===== config.mk =====
export PLATFORM = sky130hd
export DESIGN_NAME = stepper_phase_sequencer
export DESIGN_NICKNAME = d
export VERILOG_FILES = /design/src/hdl/stepper_pkg.sv /design/src/hdl/stepper_phase_sequencer.sv /design/src/hdl/input_sync.sv
export SDC_FILE = /design/constraint.sdc
export NUM_CORES = 1
export LEC_CHECK = 0
export ABC_CLOCK_PERIOD_IN_PS = 1950
export BUFFER_PORTS_ARGS = -buffer_cell sky130_fd_sc_hd__buf_2
export CAP_MARGIN = 40
export CORE_ASPECT_RATIO = 0.7
export CORE_MARGIN = 2
export CORE_UTILIZATION = 40
export CTS_BUF_LIST = sky130_fd_sc_hd__clkbuf_8
export CTS_CLUSTER_DIAMETER = 40
export DETAILED_ROUTE_END_ITERATION = 16
export PLACE_DENSITY = 0.64
export SLEW_MARGIN = 20
export SYNTH_ARGS = -nofsm -noshare
export SYNTH_HDL_FRONTEND = slang
export SYNTH_SLANG_ARGS = --single-unit

===== constraint.sdc =====
create_clock -name mclk -period 1.95 [get_ports mclk]
set_input_delay 0.585 -clock mclk [delete_from_list [all_inputs] [get_ports mclk]]
set_output_delay 0.585 -clock mclk [all_outputs]
set_load 0.1 [all_outputs]

===== src/hdl/stepper_pkg.sv =====
/*
  Shared types, timing constants and phase decoding for the stepper phase
  sequencer. Assumes a 100 MHz system clock and level inputs from a host.
*/
package stepper_pkg;

  // ==========================================================
  // timing
  localparam int CLK_PERIOD_NS = 10;
  localparam int STEP_MAX_HZ = 50000;
  localparam int STEP_MIN_PULSE_NS = 10000;
  localparam int STEP_MIN_PULSE_CYC = (STEP_MIN_PULSE_NS + CLK_PERIOD_NS - 1) / CLK_PERIOD_NS;
  localparam int CLEAR_MIN_NS = 10000;
  localparam int CLEAR_MIN_CYC = (CLEAR_MIN_NS + CLK_PERIOD_NS - 1) / CLK_PERIOD_NS;
  localparam int PULSE_CNT_W = 11;

  // ==========================================================
  // types
  typedef logic [2:0] step_index_t;
  localparam step_index_t INDEX_RESET = 3'h0;
  localparam step_index_t STEP_ONE = 3'h1;
  localparam step_index_t STEP_TWO = 3'h2;

  typedef enum logic {EXC_TWO_PHASE, EXC_HALF_STEP} excitation_mode_t;
  typedef enum logic [1:0] {ST_CLEARED, ST_RUNNING, ST_HELD} run_state_t;

  typedef struct packed {
    logic phase_a;
    logic phase_one_inverse;
    logic phase_b;
    logic phase_two_inverse;
  } phase_drive_t;
  localparam phase_drive_t PHASES_OFF = 4'h0;

  typedef struct packed {
    logic step_clock;
    logic excitation_mode;
    logic direction_select;
    logic enable;
    logic sequencer_clear_low;
  } host_inputs_t;
  localparam host_inputs_t HOST_INPUTS_RESET = 5'h00;

  typedef struct packed {
    run_state_t run;
    step_index_t index;
    excitation_mode_t mode;
    logic step_prev;
    logic clear_prev;
    logic [PULSE_CNT_W-1:0] high_cnt;
    logic [PULSE_CNT_W-1:0] clear_cnt;
    logic short_step;
    logic short_clear;
    phase_drive_t drive;
  } seq_state_t;

  // ==========================================================
  // half-step table: even index one phase, odd index two phases
  function automatic phase_drive_t phase_decode(input step_index_t idx);
    phase_drive_t d;
    d = PHASES_OFF;
    unique case (idx)
      3'h0: d.phase_a = 1'b1;
      3'h1: begin
        d.phase_a = 1'b1;
        d.phase_b = 1'b1;
      end
      3'h2: d.phase_b = 1'b1;
      3'h3: begin
        d.phase_b = 1'b1;
        d.phase_one_inverse = 1'b1;
      end
      3'h4: d.phase_one_inverse = 1'b1;
      3'h5: begin
        d.phase_one_inverse = 1'b1;
        d.phase_two_inverse = 1'b1;
      end
      3'h6: d.phase_two_inverse = 1'b1;
      3'h7: begin
        d.phase_two_inverse = 1'b1;
        d.phase_a = 1'b1;
      end
    endcase
    return d;
  endfunction

endpackage


===== src/hdl/stepper_phase_sequencer.sv =====
/*
  Phase distribution logic of a two-phase unipolar stepper driver: step
  clock, excitation mode, direction, enable and clear come from a host as
  asynchronous levels and are sampled on mclk (100 MHz). Drives the four
  phase gate outputs as registered levels; the power stage is elsewhere.
*/
`timescale 1ns/10ps
// Function
// - each rising step clock edge while enable is high advances excitation by one step.
// - mode low gives two-phase, mode high gives one-two-phase excitation.
// - mode is sampled on the step edge and used from then on.
// - direction low steps forward, high steps in reverse.
// - while clear is low, sequencer is reset and all phases are off.
// - while enable is low all phase outputs are forced off.
// - enable returning high resumes from the held excitation position.
// - after clear release sequencing starts with the first phase gate on.
module stepper_phase_sequencer
  import stepper_pkg::*;
#(
  parameter int MIN_PULSE_CYC = stepper_pkg::STEP_MIN_PULSE_CYC,
  parameter int MIN_CLEAR_CYC = stepper_pkg::CLEAR_MIN_CYC
) (
  input wire logic mclk,
  input wire logic nrst,
  input wire stepper_pkg::host_inputs_t host_in,
  output stepper_pkg::phase_drive_t phase_drive,
  output stepper_pkg::step_index_t excitation_index,
  output stepper_pkg::excitation_mode_t active_mode,
  output stepper_pkg::run_state_t run_state,
  output logic short_step_pulse,
  output logic short_clear_pulse
);
  import stepper_pkg::*;

  localparam logic [PULSE_CNT_W-1:0] CNT_MAX = '1;
  localparam logic [PULSE_CNT_W-1:0] CNT_ONE = 11'h001;
  localparam logic [PULSE_CNT_W-1:0] CNT_ZERO = 11'h000;
  localparam logic [PULSE_CNT_W-1:0] PULSE_LIMIT = MIN_PULSE_CYC[PULSE_CNT_W-1:0];
  localparam logic [PULSE_CNT_W-1:0] CLEAR_LIMIT = MIN_CLEAR_CYC[PULSE_CNT_W-1:0];

  localparam seq_state_t STATE_RESET = '{
    run: ST_CLEARED,
    index: INDEX_RESET,
    mode: EXC_TWO_PHASE,
    step_prev: 1'b0,
    clear_prev: 1'b0,
    high_cnt: CNT_ZERO,
    clear_cnt: CNT_ZERO,
    short_step: 1'b0,
    short_clear: 1'b0,
    drive: PHASES_OFF
  };

  generate
    if (MIN_PULSE_CYC < 1 || MIN_PULSE_CYC >= (1 << PULSE_CNT_W)) begin : g_bad_pulse
      $error("MIN_PULSE_CYC out of counter range");
    end
    if (MIN_CLEAR_CYC < 1 || MIN_CLEAR_CYC >= (1 << PULSE_CNT_W)) begin : g_bad_clear
      $error("MIN_CLEAR_CYC out of counter range");
    end
    if ($bits(step_index_t) != 3) begin : g_bad_index
      $error("step index must address exactly eight states");
    end
  endgenerate

  // ==========================================================
  // reset release
  // assertion acts at once; release is retimed so that every flop
  // leaves reset on the same edge
  logic [1:0] rst_pipe;
  logic rst_n;

  always_ff @(posedge mclk or negedge nrst) begin
    if (!nrst) begin
      rst_pipe <= 2'h0;
    end else begin
      rst_pipe <= {rst_pipe[0], 1'b1};
    end
  end

  assign rst_n = rst_pipe[1];

  // ==========================================================
  // pin synchronisers
  // each pin is filtered alone, so a mode or direction change close to a
  // step edge may land a cycle apart from it; hosts keep the setup time
  host_inputs_t pins;

  input_sync #(
    .WIDTH($bits(host_inputs_t)),
    .INIT(HOST_INPUTS_RESET)
  ) u_pin_sync (
    .mclk(mclk),
    .rst_n(rst_n),
    .raw(host_in),
    .clean(pins)
  );

  // ==========================================================
  // next excitation position
  function automatic step_index_t advance(input step_index_t idx,
                                          input excitation_mode_t mode,
                                          input logic reverse);
    step_index_t stride;
    // two-phase lands on odd states; from an even (single-phase) state
    // it first moves one place, so the sequence joins the 4-state ring
    if (mode == EXC_HALF_STEP || !idx[0]) begin
      stride = STEP_ONE;
    end else begin
      stride = STEP_TWO;
    end
    if (reverse) begin
      return step_index_t'(idx - stride);
    end
    return step_index_t'(idx + stride);
  endfunction

  // ==========================================================
  // sequencer
  seq_state_t s;
  seq_state_t next_s;
  logic step_rise;
  logic step_fall;
  logic clear_rise;
  logic clear_fall;
  logic drive_on;

  always_comb begin
    next_s = s;
    step_rise = pins.step_clock && !s.step_prev;
    step_fall = !pins.step_clock && s.step_prev;
    clear_rise = pins.sequencer_clear_low && !s.clear_prev;
    clear_fall = !pins.sequencer_clear_low && s.clear_prev;
    drive_on = pins.sequencer_clear_low && pins.enable;
    next_s.step_prev = pins.step_clock;
    next_s.clear_prev = pins.sequencer_clear_low;

    // flags drop as a clear starts; a set in that same cycle still wins
    if (clear_fall) begin
      next_s.short_clear = 1'b0;
      next_s.short_step = 1'b0;
    end

    // high-time check of the step clock; host must keep its width
    if (step_fall) begin
      next_s.high_cnt = CNT_ZERO;
      if (s.high_cnt < PULSE_LIMIT) begin
        next_s.short_step = 1'b1;
      end
    end else if (pins.step_clock && s.high_cnt != CNT_MAX) begin
      next_s.high_cnt = s.high_cnt + CNT_ONE;
    end

    // clear width check; flag stands until the next clear starts
    if (clear_rise) begin
      next_s.clear_cnt = CNT_ZERO;
      if (s.clear_cnt < CLEAR_LIMIT) begin
        next_s.short_clear = 1'b1;
      end
    end else if (!pins.sequencer_clear_low && s.clear_cnt != CNT_MAX) begin
      next_s.clear_cnt = s.clear_cnt + CNT_ONE;
    end

    // run state follows the same pins that gate the drive, so they agree
    unique case (s.run)
      ST_CLEARED: begin
        if (pins.sequencer_clear_low) begin
          next_s.run = pins.enable ? ST_RUNNING : ST_HELD;
        end
      end
      ST_RUNNING: begin
        if (!pins.sequencer_clear_low) begin
          next_s.run = ST_CLEARED;
        end else if (!pins.enable) begin
          next_s.run = ST_HELD;
        end
      end
      ST_HELD: begin
        if (!pins.sequencer_clear_low) begin
          next_s.run = ST_CLEARED;
        end else if (pins.enable) begin
          next_s.run = ST_RUNNING;
        end
      end
      default: next_s.run = ST_CLEARED;
    endcase

    if (!pins.sequencer_clear_low) begin
      next_s.index = INDEX_RESET;
      next_s.mode = EXC_TWO_PHASE;
    end else if (step_rise && pins.enable) begin
      // edges while disabled are ignored so the position is kept
      next_s.mode = excitation_mode_t'(pins.excitation_mode);
      next_s.index = advance(s.index, excitation_mode_t'(pins.excitation_mode),
                             pins.direction_select);
    end

    // outputs follow the new position in the same edge as the index
    next_s.drive = drive_on ? phase_decode(next_s.index) : PHASES_OFF;
  end

  always_ff @(posedge mclk or negedge rst_n) begin
    if (!rst_n) begin
      s <= STATE_RESET;
    end else begin
      s <= next_s;
    end
  end

  // ==========================================================
  // outputs, all straight from the state register
  // no glitch reaches the gates: every output is a flop
  assign phase_drive = s.drive;
  assign excitation_index = s.index;
  assign active_mode = s.mode;
  assign run_state = s.run;
  assign short_step_pulse = s.short_step;
  assign short_clear_pulse = s.short_clear;

endmodule // stepper_phase_sequencer


===== src/hdl/input_sync.sv =====
/*
  Three-stage synchroniser with agreement filter for asynchronous pins.
  Assumes mclk and an already synchronised active-low reset.
*/
`timescale 1ns/10ps
module input_sync #(
  parameter int WIDTH = 5,
  parameter logic [WIDTH-1:0] INIT = '0
) (
  input wire logic mclk,
  input wire logic rst_n,
  input wire logic [WIDTH-1:0] raw,
  output logic [WIDTH-1:0] clean
);

  typedef struct packed {
    logic [WIDTH-1:0] s1;
    logic [WIDTH-1:0] s2;
    logic [WIDTH-1:0] s3;
    logic [WIDTH-1:0] clean;
  } sync_state_t;

  localparam sync_state_t SYNC_RESET = {INIT, INIT, INIT, INIT};

  sync_state_t s;
  sync_state_t next_s;

  generate
    if (WIDTH < 1) begin : g_bad_width
      $error("input_sync needs at least one bit");
    end
  endgenerate

  // ==========================================================
  // stage shift; a change counts only when stages two and three agree
  always_comb begin
    next_s = s;
    next_s.s1 = raw;
    next_s.s2 = s.s1;
    next_s.s3 = s.s2;
    next_s.clean = (~(s.s2 ^ s.s3) & s.s3) | ((s.s2 ^ s.s3) & s.clean);
  end

  always_ff @(posedge mclk or negedge rst_n) begin
    if (!rst_n) begin
      s <= SYNC_RESET;
    end else begin
      s <= next_s;
    end
  end

  assign clean = s.clean;

endmodule // input_sync


==> results.py, run 1 <==
metrics = {
    "sta": {
        "period_needed_ns": 1.84,
        "skew_ns": 0.00853,
        "setup_viol": 0,
        "rsz0062_at_grt": "false",
        "holdWs_ns": 0.0261,
        "fin_crit_sh": 0.944,
        "final_hold_viol_count": 0,
        "slew_headroom": 0.636,
        "fin_setup_tns_ns": 0,
        "tightest_slew_ns": 0.532,
        "fmax_mhz": 543,
        "slew_viol_final": 0,
    },
    "detailed_routing": {
        "drtAntennaViolNets": 0,
        "viasPerCell": 5.13,
        "drc": 0,
        "drt_pass1_iterations": 7,
        "drt-initial-drc-count": 57,
        "wl_um": 4390,
        "wl_per_cell_um": 13.1,
        "routed-via-count": 1714,
    },
    "grt": {
        "grt_pass1_wl_um": 7600,
        "overflow": 0,
        "grt_pass1_vias": 1624,
        "grt_start_max_net_pins": 22,
        "antenna_found_initial": 0,
        "grt_usage": 0.141,
    },
    "clock_network": {
        "clockBufferDepth": 2,
        "path_clk_slew_ns": 0.06,
        "cts-root-buf": "clkbuf_8",
        "cts_tree": "done",
        "ctsHoldBuffers": 0,
        "clock-sinks": 58,
        "cts_buffers": 9,
        "clock_latency_ns": 0.33,
        "htreeDepth": 3,
    },
    "floorplan": {
        "initial_core_util": 0.410,
        "die_y_um": 70.6,
        "io_pins": 19,
        "die_area_um2": 7000,
        "placementRows": 24,
        "chipWidth_um": 99.2,
        "core_area_um2": 6190,
    },
    "worst_setup_path": {
        "crit_path_start_kind": "flip-flop",
        "arrival_ns": 2.09,
        "max_stage_delay_ns": 0.39,
        "path_cells": "inv_1 -> a21boi_2 -> fa_2 -> xnor2_2 -> o21a_1 -> or3_1 -> a21oi_1",
        "worstSetupPathType": "flip-flop to flip-flop",
        "r2r_setup_slack_ns": 0.11,
        "critPathMaxFanout": 4,
        "worstPathRequired_ns": 2.20,
        "end_kind": "flip-flop",
        "critPathSlowestCell": "fa_2",
    },
    "min_path": {
        "worst_hold_path_type": "primary input to async pin",
    },
    "yosys": {
        "syn_area_per_cell_um2": 11.1,
        "async_flop_share": 1.00,
        "synthCells": 229,
        "ys_warn_count": 0,
        "synth_nets": 239,
        "yosys_most_used_dff": "dfrtp_1",
        "ys_types": 47,
        "yosysSeqAreaShare": 0.573,
        "ys_seq_elements": 58,
        "synthesis.area_um2": 2530,
        "synth_edf_count": 0,
    },
    "power": {
        "power.total_mw": 2.85,
        "pwr-share-comb": 0.178,
        "vdd_ir_drop_max_v": 0.000479,
        "p_sw_mw": 0.910,
        "p_per_area_nw_per_um2": 986,
        "power.internal_mw": 1.94,
        "swShare": 0.319,
        "power_frac_clock": 0.318,
        "p_seq_frac": 0.503,
        "power.leakage_nw": 1.34,
    },
    "finish": {
        "nets": 261,
        "syn2layout_area_growth_pct": 14.2,
        "fin_util": 0.468,
        "diodes": 0,
        "fillers": 568,
        "drive_gt1_frac": 0.207,
    },
    "place": {
        "dpl.hpwl_um": 3020,
        "numPortBuffers": 18,
        "place_congestion": 0.762,
    },
    "job": {
        "maxCapViolations": 0,
    },
    "outcome": {
        "outcome": "complete, no violations",
    },
}
[through the flow]
stage	instances	instance area (um^2)	setup slack, ns
after floorplan	229	2530	0.106
after global placement	318	2720	0.0865
after detailed placement	318	2720	0.0125
after CTS	334	2880	0.000638
after global routing	334	2890	0.0124
final	334	2890	0.109
[power groups by stage]
stage                     sequential, mW  combinational (mW)  clock, mW
after floorplan                     1.50               0.354          0
after global placement              1.45               0.497          0
after detailed placement            1.46               0.508          0
after CTS                           1.44               0.508      0.947
after global routing                1.46               0.559       1.01
final                               1.44               0.509      0.907
[synth_stat cells (5+ instances only)]
cell      instances  area, um^2
nand3_1          10        50.1
dfrtp_1          58        1450
a21oi_1           8        40.0
buf_4             9        67.6
inv_1             9        33.8
nor2_1           11        41.3
clkbuf_1          8        30.0
o21ai_0          15        75.1
nand2_1          23        86.3
a31oi_1           5        31.3
maj3_1            5        50.1
nand4_1           5        31.3
mux2i_1           6        60.1
[layer usage]
layer | track usage | wire (um) | up-vias
li1 | - | - | 863
met1 | 0.200 | 2260 | 813
met2 | 0.191 | 1870 | 34
met3 | 0.0534 | 235 | 4
met4 | 0.0639 | 22 | 0
met5 | 0 | 0 | -
[final timing paths]
kind                       cells after the start               endpoint                   from
setup / recovery                               7         phase_drive[3]              flip-flop
hold / removal                                 1            rst_pipe[0]                   nrst
setup reg to reg                               7         phase_drive[3]              flip-flop
hold reg to reg                                0  u_pin_sync.next_s[12]            rst_pipe[1]
max in group asynchronous                      1              async pin            rst_pipe[1]
min in group mclk                              0   u_pin_sync.next_s[9]  u_pin_sync.next_s[14]
[cell type report]
type,count,area [um^2],area share
flip-flops and latches,58,1450,0.502
clock buffers,10,138,0.0476
clock inverters,6,26.3,0.00908
inverters,9,33.8,0.0117
well taps,78,97.6,0.0337
repair buffers,29,185,0.0640
multi-input cells,144,961,0.332
[sequential cells by signal, indices dropped and copies added (netlist names), named ones only]
signal / count
short_step_pulse: 1
short_clear_pulse: 1
rst_pipe: 2
active_mode: 1
s: 24
phase_drive: 4
u_pin_sync.next_s: 10
u_pin_sync.s: 5
excitation_index: 3
run_state: 2
[placed cells by master, fill, tap and decap left out, types with 3 or more instances in the layout]
master | netlist | routed
or3_1 | 4 | 4
nand4_1 | 5 | 5
o31ai_1 | 3 | 3
nand2_1 | 23 | 23
nor2_1 | 11 | 11
clkbuf_8 | 0 | 10
a31oi_1 | 5 | 5
buf_2 | 1 | 18
clkinv_2 | 0 | 3
inv_1 | 9 | 12
o211ai_1 | 3 | 3
o21ai_0 | 15 | 15
buf_4 | 9 | 10
and4_1 | 3 | 3
a211oi_1 | 3 | 3
mux2i_1 | 6 | 6
dfrtp_1 | 58 | 57
maj3_1 | 5 | 5
nor3_1 | 4 | 4
nand3_1 | 10 | 10
a21oi_1 | 8 | 8
[what timing repair did]
action / CTS / global route
gates resized for setup: 0 / 4
setup buffers: 0 / 0
endpoints found under the setup margin: 0 / 2
[worst max-delay path, delay by kind of cell (launching register included)]
family | cells | cell delay, ns
buffers and inverters | 1 | 0.09
DFF | 1 | 0.38
AOI/OAI and AO/OA | 3 | 0.42
and+or+nand+nor | 1 | 0.34
adders and majority gates | 1 | 0.39
xor gates and xnor gates | 1 | 0.16
[kinds of logic after synthesis]
family                   after synthesis  share of synthesized area
multiplexers                           7                     0.0281
AND/OR/NAND/NOR                       71                      0.147
buffers and inverters                 27                     0.0538
flip-flops                            58                      0.573
other                                  1                    0.00148
XOR/XNOR                               3                     0.0104
adder cells (fa/ha/maj)                8                     0.0375
AO/OA/AOI/OAI                         54                      0.150
No activity file was read; power rests on OpenSTA's default activity.
==> inputs of run 2 (changes only) <==
CORE_ASPECT_RATIO = not set   (was 0.7)
==> run 2 against run 1 <==
Compared with the run above:
- die area shrank 0.15%
- flip-flop and latch count is the same
- final cell count is the same
- non-clock buffer count grew 1
- clock skew shrank 0.0041 ns
- count of clock-buffer cells in the layout grew 1
- routed wire length shrank 1.7%
- utilization grew 1.2 points
- combinational power grew 3%
- setup slack lost 0.026 ns
- clock power grew 51%
==> results.py, run 2 (synthesis gave the netlist of run 1 again) <==
metrics = {
    "sta": {
        "period_needed_ns": 1.87,
        "slew_viol_final": 0,
        "setup_viol": 0,
        "final_hold_viol_count": 0,
        "skew_ns": 0.00444,
        "fin_setup_tns_ns": 0,
        "setup_slack_ns": 0.0834,
        "fmax_mhz": 536,
        "holdWs_ns": 0.256,
        "fin_crit_sh": 0.957,
    },
    "outcome": {
        "outcome": "complete, no violations",
    },
    "floorplan": {
        "die_area_um2": 6990,
        "die_y_um": 83.6,
        "io_pins": 19,
        "placementRows": 29,
        "core_area_um2": 6240,
        "chipWidth_um": 83.6,
        "initial_core_util": 0.406,
    },
    "grt": {
        "antenna_found_initial": 0,
        "grt_pass1_vias": 1701,
        "grt_start_max_net_pins": 57,
        "grt_pass1_wl_um": 7670,
        "overflow": 0,
        "grt_usage": 0.138,
    },
    "clock_network": {
        "cts_tree": "done",
        "cts-root-buf": "clkbuf_8",
        "htreeDepth": 3,
        "clockBufferDepth": 2,
        "clock_latency_ns": 0.33,
        "cts_buffers": 9,
        "path_clk_slew_ns": 0.06,
        "clock-sinks": 58,
    },
    "detailed_routing": {
        "wl_um": 4310,
        "routed-via-count": 1737,
        "drc": 0,
        "wl_per_cell_um": 12.9,
        "drt_pass1_iterations": 4,
        "drt-initial-drc-count": 78,
        "drtAntennaViolNets": 0,
        "viasPerCell": 5.20,
    },
    "power": {
        "power_frac_clock": 0.412,
        "pwr-share-comb": 0.158,
        "swShare": 0.280,
        "vdd_ir_drop_max_v": 0.000629,
        "p_per_area_nw_per_um2": 1110,
        "power.total_mw": 3.31,
        "power.internal_mw": 2.39,
        "power.leakage_nw": 1.37,
        "p_seq_frac": 0.430,
        "p_sw_mw": 0.930,
    },
    "place": {
        "place_congestion": 0.805,
        "place_inst": 315,
        "placed_cell_area_um2": 2700,
        "dpl.hpwl_um": 2780,
        "numPortBuffers": 18,
        "place_ws_ns": 0.0458,
    },
    "worst_setup_path": {
        "crit_path_start_kind": "flip-flop",
        "max_stage_delay_ns": 0.41,
        "r2r_cells": 6,
        "worstSetupPathType": "flip-flop to flip-flop",
        "worstPathRequired_ns": 2.20,
        "r2r-end": "phase_drive[3]",
        "critPathSlowestCell": "dfrtp_1",
        "arrival_ns": 2.12,
        "end_kind": "flip-flop",
        "critPathMaxFanout": 4,
        "path_cells": "buf_4 -> fa_2 -> xnor2_2 -> o21a_1 -> or3_1 -> a21oi_1",
        "regToRegStartpoint": "excitation_index[0]",
        "r2r_setup_slack_ns": 0.08,
    },
    "min_path": {
        "worst_hold_path_type": "flip-flop to async pin",
    },
    "finish": {
        "drive_gt1_frac": 0.222,
        "syn2layout_area_growth_pct": 18.1,
        "top_register": "s",
        "fillers": 584,
        "final_cell_mix": "57 x dfrtp_1, 23 x nand2_1, 18 x buf_2, 15 x o21ai_0",
        "nets": 262,
        "fin_util": 0.480,
        "postLayoutCellArea_um2": 2990,
        "fin_cells": 334,
        "largest_register_ffs": 24,
        "diodes": 0,
        "layout_commonest_cell": "dfrtp_1",
    },
    "job": {
        "maxCapViolations": 0,
    },
}
run 2: what timing repair did:
item / 4_1_cts / 5_1_grt
resized for setup: 0 / 5
hold buffers: 0 / 1
setup endpoints to repair: 0 / 3
endpoints found under the hold margin: 0 / 2
buffers inserted: 0 / 2
run 2: layer usage:
metal | GRT usage | vias to the layer above | routed length, um | share of wire
li1 | - | 861 | - | -
met1 | 0.172 | 839 | 2100 | 0.49
met2 | 0.208 | 24 | 1920 | 0.45
met3 | 0.0623 | 13 | 182 | 0.042
met4 | 0.0616 | 0 | 107 | 0.025
met5 | 0 | - | 0 | 0
run 2: power by group through the flow:
stage | logic (mW) | clock network [mW] | registers, mW
finish | 0.523 | 1.37 | 1.43
global route | 0.576 | 1.48 | 1.45
global placement | 0.502 | 0 | 1.44
detailed placement | 0.510 | 0 | 1.45
floorplan | 0.354 | 0 | 1.50
CTS | 0.511 | 1.41 | 1.43
run 2: cell type report:
class | instances | area, um^2 | share of cell area
clock buffers | 11 | 151 | 0.0506
clock inverters | 5 | 100 | 0.0334
inverters | 9 | 33.8 | 0.0113
multi-input cells | 144 | 965 | 0.322
flip-flops and latches | 58 | 1450 | 0.485
well taps | 77 | 96.3 | 0.0322
repair buffers | 30 | 195 | 0.0652
run 2: worst max-delay path by stage:
stage	from	endpoint	slack [ns]	depth (start not counted)
CTS	flip-flop	phase_drive[3]	0.02	7
detailed placement	excitation_index[0]	phase_drive[3]	0.05	6
global placement	flip-flop	phase_drive[3]	0.07	7
global route	flip-flop	phase_drive[2]	-0.009	8
floorplan	flip-flop	phase_drive[3]	0.11	7
finish	excitation_index[0]	phase_drive[3]	0.08	6
run 2: worst max-delay path: cells and delay by family (launching register included):
family / cells / cell delay, ns
flip-flops: 1 / 0.41
AO/OA/AOI/OAI: 2 / 0.37
adder cells (fa/ha/maj): 1 / 0.35
AND/OR/NAND/NOR: 1 / 0.35
XOR/XNOR: 1 / 0.16
buffers and inverters: 1 / 0.15
==> inputs of run 3 (changes only) <==
ABC_AREA = 1   (was not set)
GPL_ROUTABILITY_DRIVEN = 0   (was not set)
==> run 3 against run 2 <==
Compared with the run above:
- the flow now finishes with violations (DRC)
- register-to-register slack improved by 0.12 ns
- routed wire length increased by 1.6%
- clock skew increased by 0.0015 ns
- first-iteration DRC count increased by 1.3%
- clock power decreased by 20%
- critical endpoint is now excitation_index[0]
- setup slack improved by 0.011 ns
- critical path type is now flip-flop to output port
- sequential share of layout area increased by 0.081 points
- final cell count increased by 19%
- worst hold slack got worse by 0.14 ns
- die area increased by 5.1%
==> results.py, run 3 <==
metrics = {
    "power": {
        "pwr-share-comb": 0.179,
        "p_seq_frac": 0.468,
        "vdd_ir_drop_max_v": 0.000609,
        "power_frac_clock": 0.352,
        "swShare": 0.332,
        "power.internal_mw": 2.06,
        "p_per_area_nw_per_um2": 1030,
        "p_sw_mw": 1.02,
        "power.leakage_nw": 1.57,
    },
    "floorplan": {
        "placementRows": 29,
        "initial_core_util": 0.416,
        "core_area_um2": 6420,
        "chipWidth_um": 85.7,
        "die_y_um": 85.7,
        "die_area_um2": 7350,
        "io_pins": 19,
    },
    "finish": {
        "final_cell_mix": "76 x nand2_1, 57 x dfrtp_1, 34 x nand3_1, 32 x inv_1, 18 x buf_2",
        "largest_register_ffs": 24,
        "nets": 324,
        "layout_commonest_cell": "nand2_1",
        "top_register": "s",
        "fillers": 626,
        "diodes": 0,
        "syn2layout_area_growth_pct": 11.9,
        "drive_gt1_frac": 0.194,
    },
    "sta": {
        "fin_setup_tns_ns": 0,
        "fmax_mhz": 539,
        "rsz0062_at_grt": "false",
        "final_hold_viol_count": 0,
        "fin_crit_sh": 0.952,
        "setup_viol": 0,
        "slew_viol_final": 0,
        "period_needed_ns": 1.86,
        "holdWs_ns": 0.112,
        "skew_ns": 0.00593,
    },
    "worst_setup_path": {
        "critPathTopFamily": "buffers and inverters",
        "end_kind": "output port",
        "critPathSlowestCell": "buf_2",
        "r2r_cells": 14,
        "path_cells": "buf_4 -> buf_2",
        "crit_buf_inv": 2,
        "r2r-end": "phase_drive[2]",
        "arrival_ns": 1.27,
        "worstSetupPathType": "flip-flop to output port",
        "crit_path_start_kind": "flip-flop",
        "critPathMaxFanout": 4,
        "max_stage_delay_ns": 0.41,
        "regToRegStartpoint": "excitation_index[0]",
        "r2r_setup_slack_ns": 0.20,
        "worstPathRequired_ns": 1.36,
    },
    "yosys": {
        "synthesis.area_um2": 2670,
        "synth_edf_count": 0,
        "synth_area_leaders": "dfrtp_1 54%, nand2_1 11%, nand3_1 6.4%",
        "ys_warn_count": 0,
        "yosysSeqAreaShare": 0.543,
        "synth_top_cell_by_area": "dfrtp_1",
        "ys_seq_elements": 58,
        "syn_area_per_cell_um2": 8.99,
        "ys_top_cells_by_count": "77 x nand2_1, 58 x dfrtp_1, 34 x nand3_1",
        "synth_nets": 307,
        "async_flop_share": 1.00,
        "ys_types": 29,
        "synthCells": 297,
        "synth_top_area_share": 0.543,
        "yosys_most_used_dff": "dfrtp_1",
        "yosysMostFrequentCell": "nand2_1",
    },
    "clock_network": {
        "cts-root-buf": "clkbuf_8",
        "cts_tree": "done",
        "clockBufferDepth": 2,
        "htreeDepth": 3,
        "path_clk_slew_ns": 0.07,
        "clock-sinks": 58,
        "clock_latency_ns": 0.34,
        "cts_buffers": 9,
    },
    "place": {
        "numPortBuffers": 18,
        "dpl.hpwl_um": 2970,
    },
    "grt": {
        "grt_pass1_wl_um": 7780,
        "overflow": 0,
        "antenna_found_initial": 0,
        "grt_start_max_net_pins": 50,
        "grt_usage": 0.139,
        "grt_pass1_vias": 1736,
    },
    "detailed_routing": {
        "drc": 1,
        "wl_per_cell_um": 11.1,
        "viasPerCell": 4.72,
        "routed-via-count": 1869,
        "drtAntennaViolNets": 0,
        "drt-initial-drc-count": 79,
        "wl_um": 4380,
        "drt_pass1_iterations": 11,
    },
    "outcome": {
        "failed_checks": "DRC",
        "outcome": "finished, violations left",
    },
    "min_path": {
        "worst_hold_path_type": "flip-flop to async pin",
    },
    "job": {
        "maxCapViolations": 0,
    },
}
## run 3: cell families after synthesis
logic type                 after synthesis  synth area share
DFF                                     58             0.543
and+or+nand+nor                        152             0.271
other                                    1           0.00140
buffers and inverters                   59             0.102
xor gates and xnor gates                 7            0.0230
adders and majority gates                8            0.0356
AOI/OAI and AO/OA                       12            0.0234
## run 3: worst max path at each step
stage	from	cells after the start	to	slack, ns
floorplan	rst_pipe[1]	0	async pin	0.22
global placement	excitation_index[0]	14	phase_drive[2]	0.25
detailed placement	excitation_index[0]	13	phase_drive[2]	0.19
CTS	excitation_index[1]	1	excitation_index[1]	0.13
global route	excitation_index[0]	14	phase_drive[2]	0.0003
finish	excitation_index[0]	2	excitation_index[0]	0.09
## run 3: metal layers
layer | vias to the layer above | routed length, um | GRT usage
met5 | - | 0 | 0
met4 | 0 | 86 | 0.0678
met3 | 10 | 199 | 0.0597
met2 | 29 | 1890 | 0.194
met1 | 872 | 2200 | 0.184
li1 | 958 | - | -
## run 3: area by class of cell
cell class / instances / area, um^2 / area share
clock buffers: 9 / 124 / 0.0414
clock inverters: 7 / 70.1 / 0.0234
inverters: 43 / 161 / 0.0540
multi-input cells: 180 / 950 / 0.318
flip-flops and latches: 58 / 1450 / 0.486
well taps: 77 / 96.3 / 0.0322
repair buffers: 22 / 135 / 0.0452
## run 3: stage by stage
step / std cells / util / cell area, um^2 / setup slack, ns / total power, mW
2_1_floorplan: 297 / - / 2670 / 0.216 / 1.93
3_3_place_gp: 377 / 0.431 / 2770 / 0.252 / 2.00
3_5_place_dp: 377 / 0.431 / 2770 / 0.189 / 2.01
4_1_cts: 394 / 0.463 / 2970 / 0.130 / 3.12
5_1_grt: 396 / 0.465 / 2990 / 0.000347 / 3.28
6_report: 396 / 0.465 / 2990 / 0.0940 / 3.08
## run 3: what timing repair did
item / in CTS / in global routing
endpoints found under the hold margin: 2 / 0
hold buffers: 1 / 0
resized for setup: 0 / 1
setup endpoints to repair: 0 / 2
setup buffers: 0 / 2
## run 3: worst reg2reg max path: cells and delay by family (launching register included)
kind / cells / cell delay (ns)
and+or+nand+nor: 10 / 0.66
adders and majority gates: 1 / 0.41
DFF: 1 / 0.40
buffers and inverters: 3 / 0.18
## run 3: power groups by stage
stage	registers [mW]	logic [mW]	clock network (mW)
2_1_floorplan	1.52	0.415	0
4_1_cts	1.44	0.553	1.12
3_5_place_dp	1.46	0.549	0
3_3_place_gp	1.46	0.543	0
6_report	1.44	0.552	1.09
5_1_grt	1.46	0.626	1.19
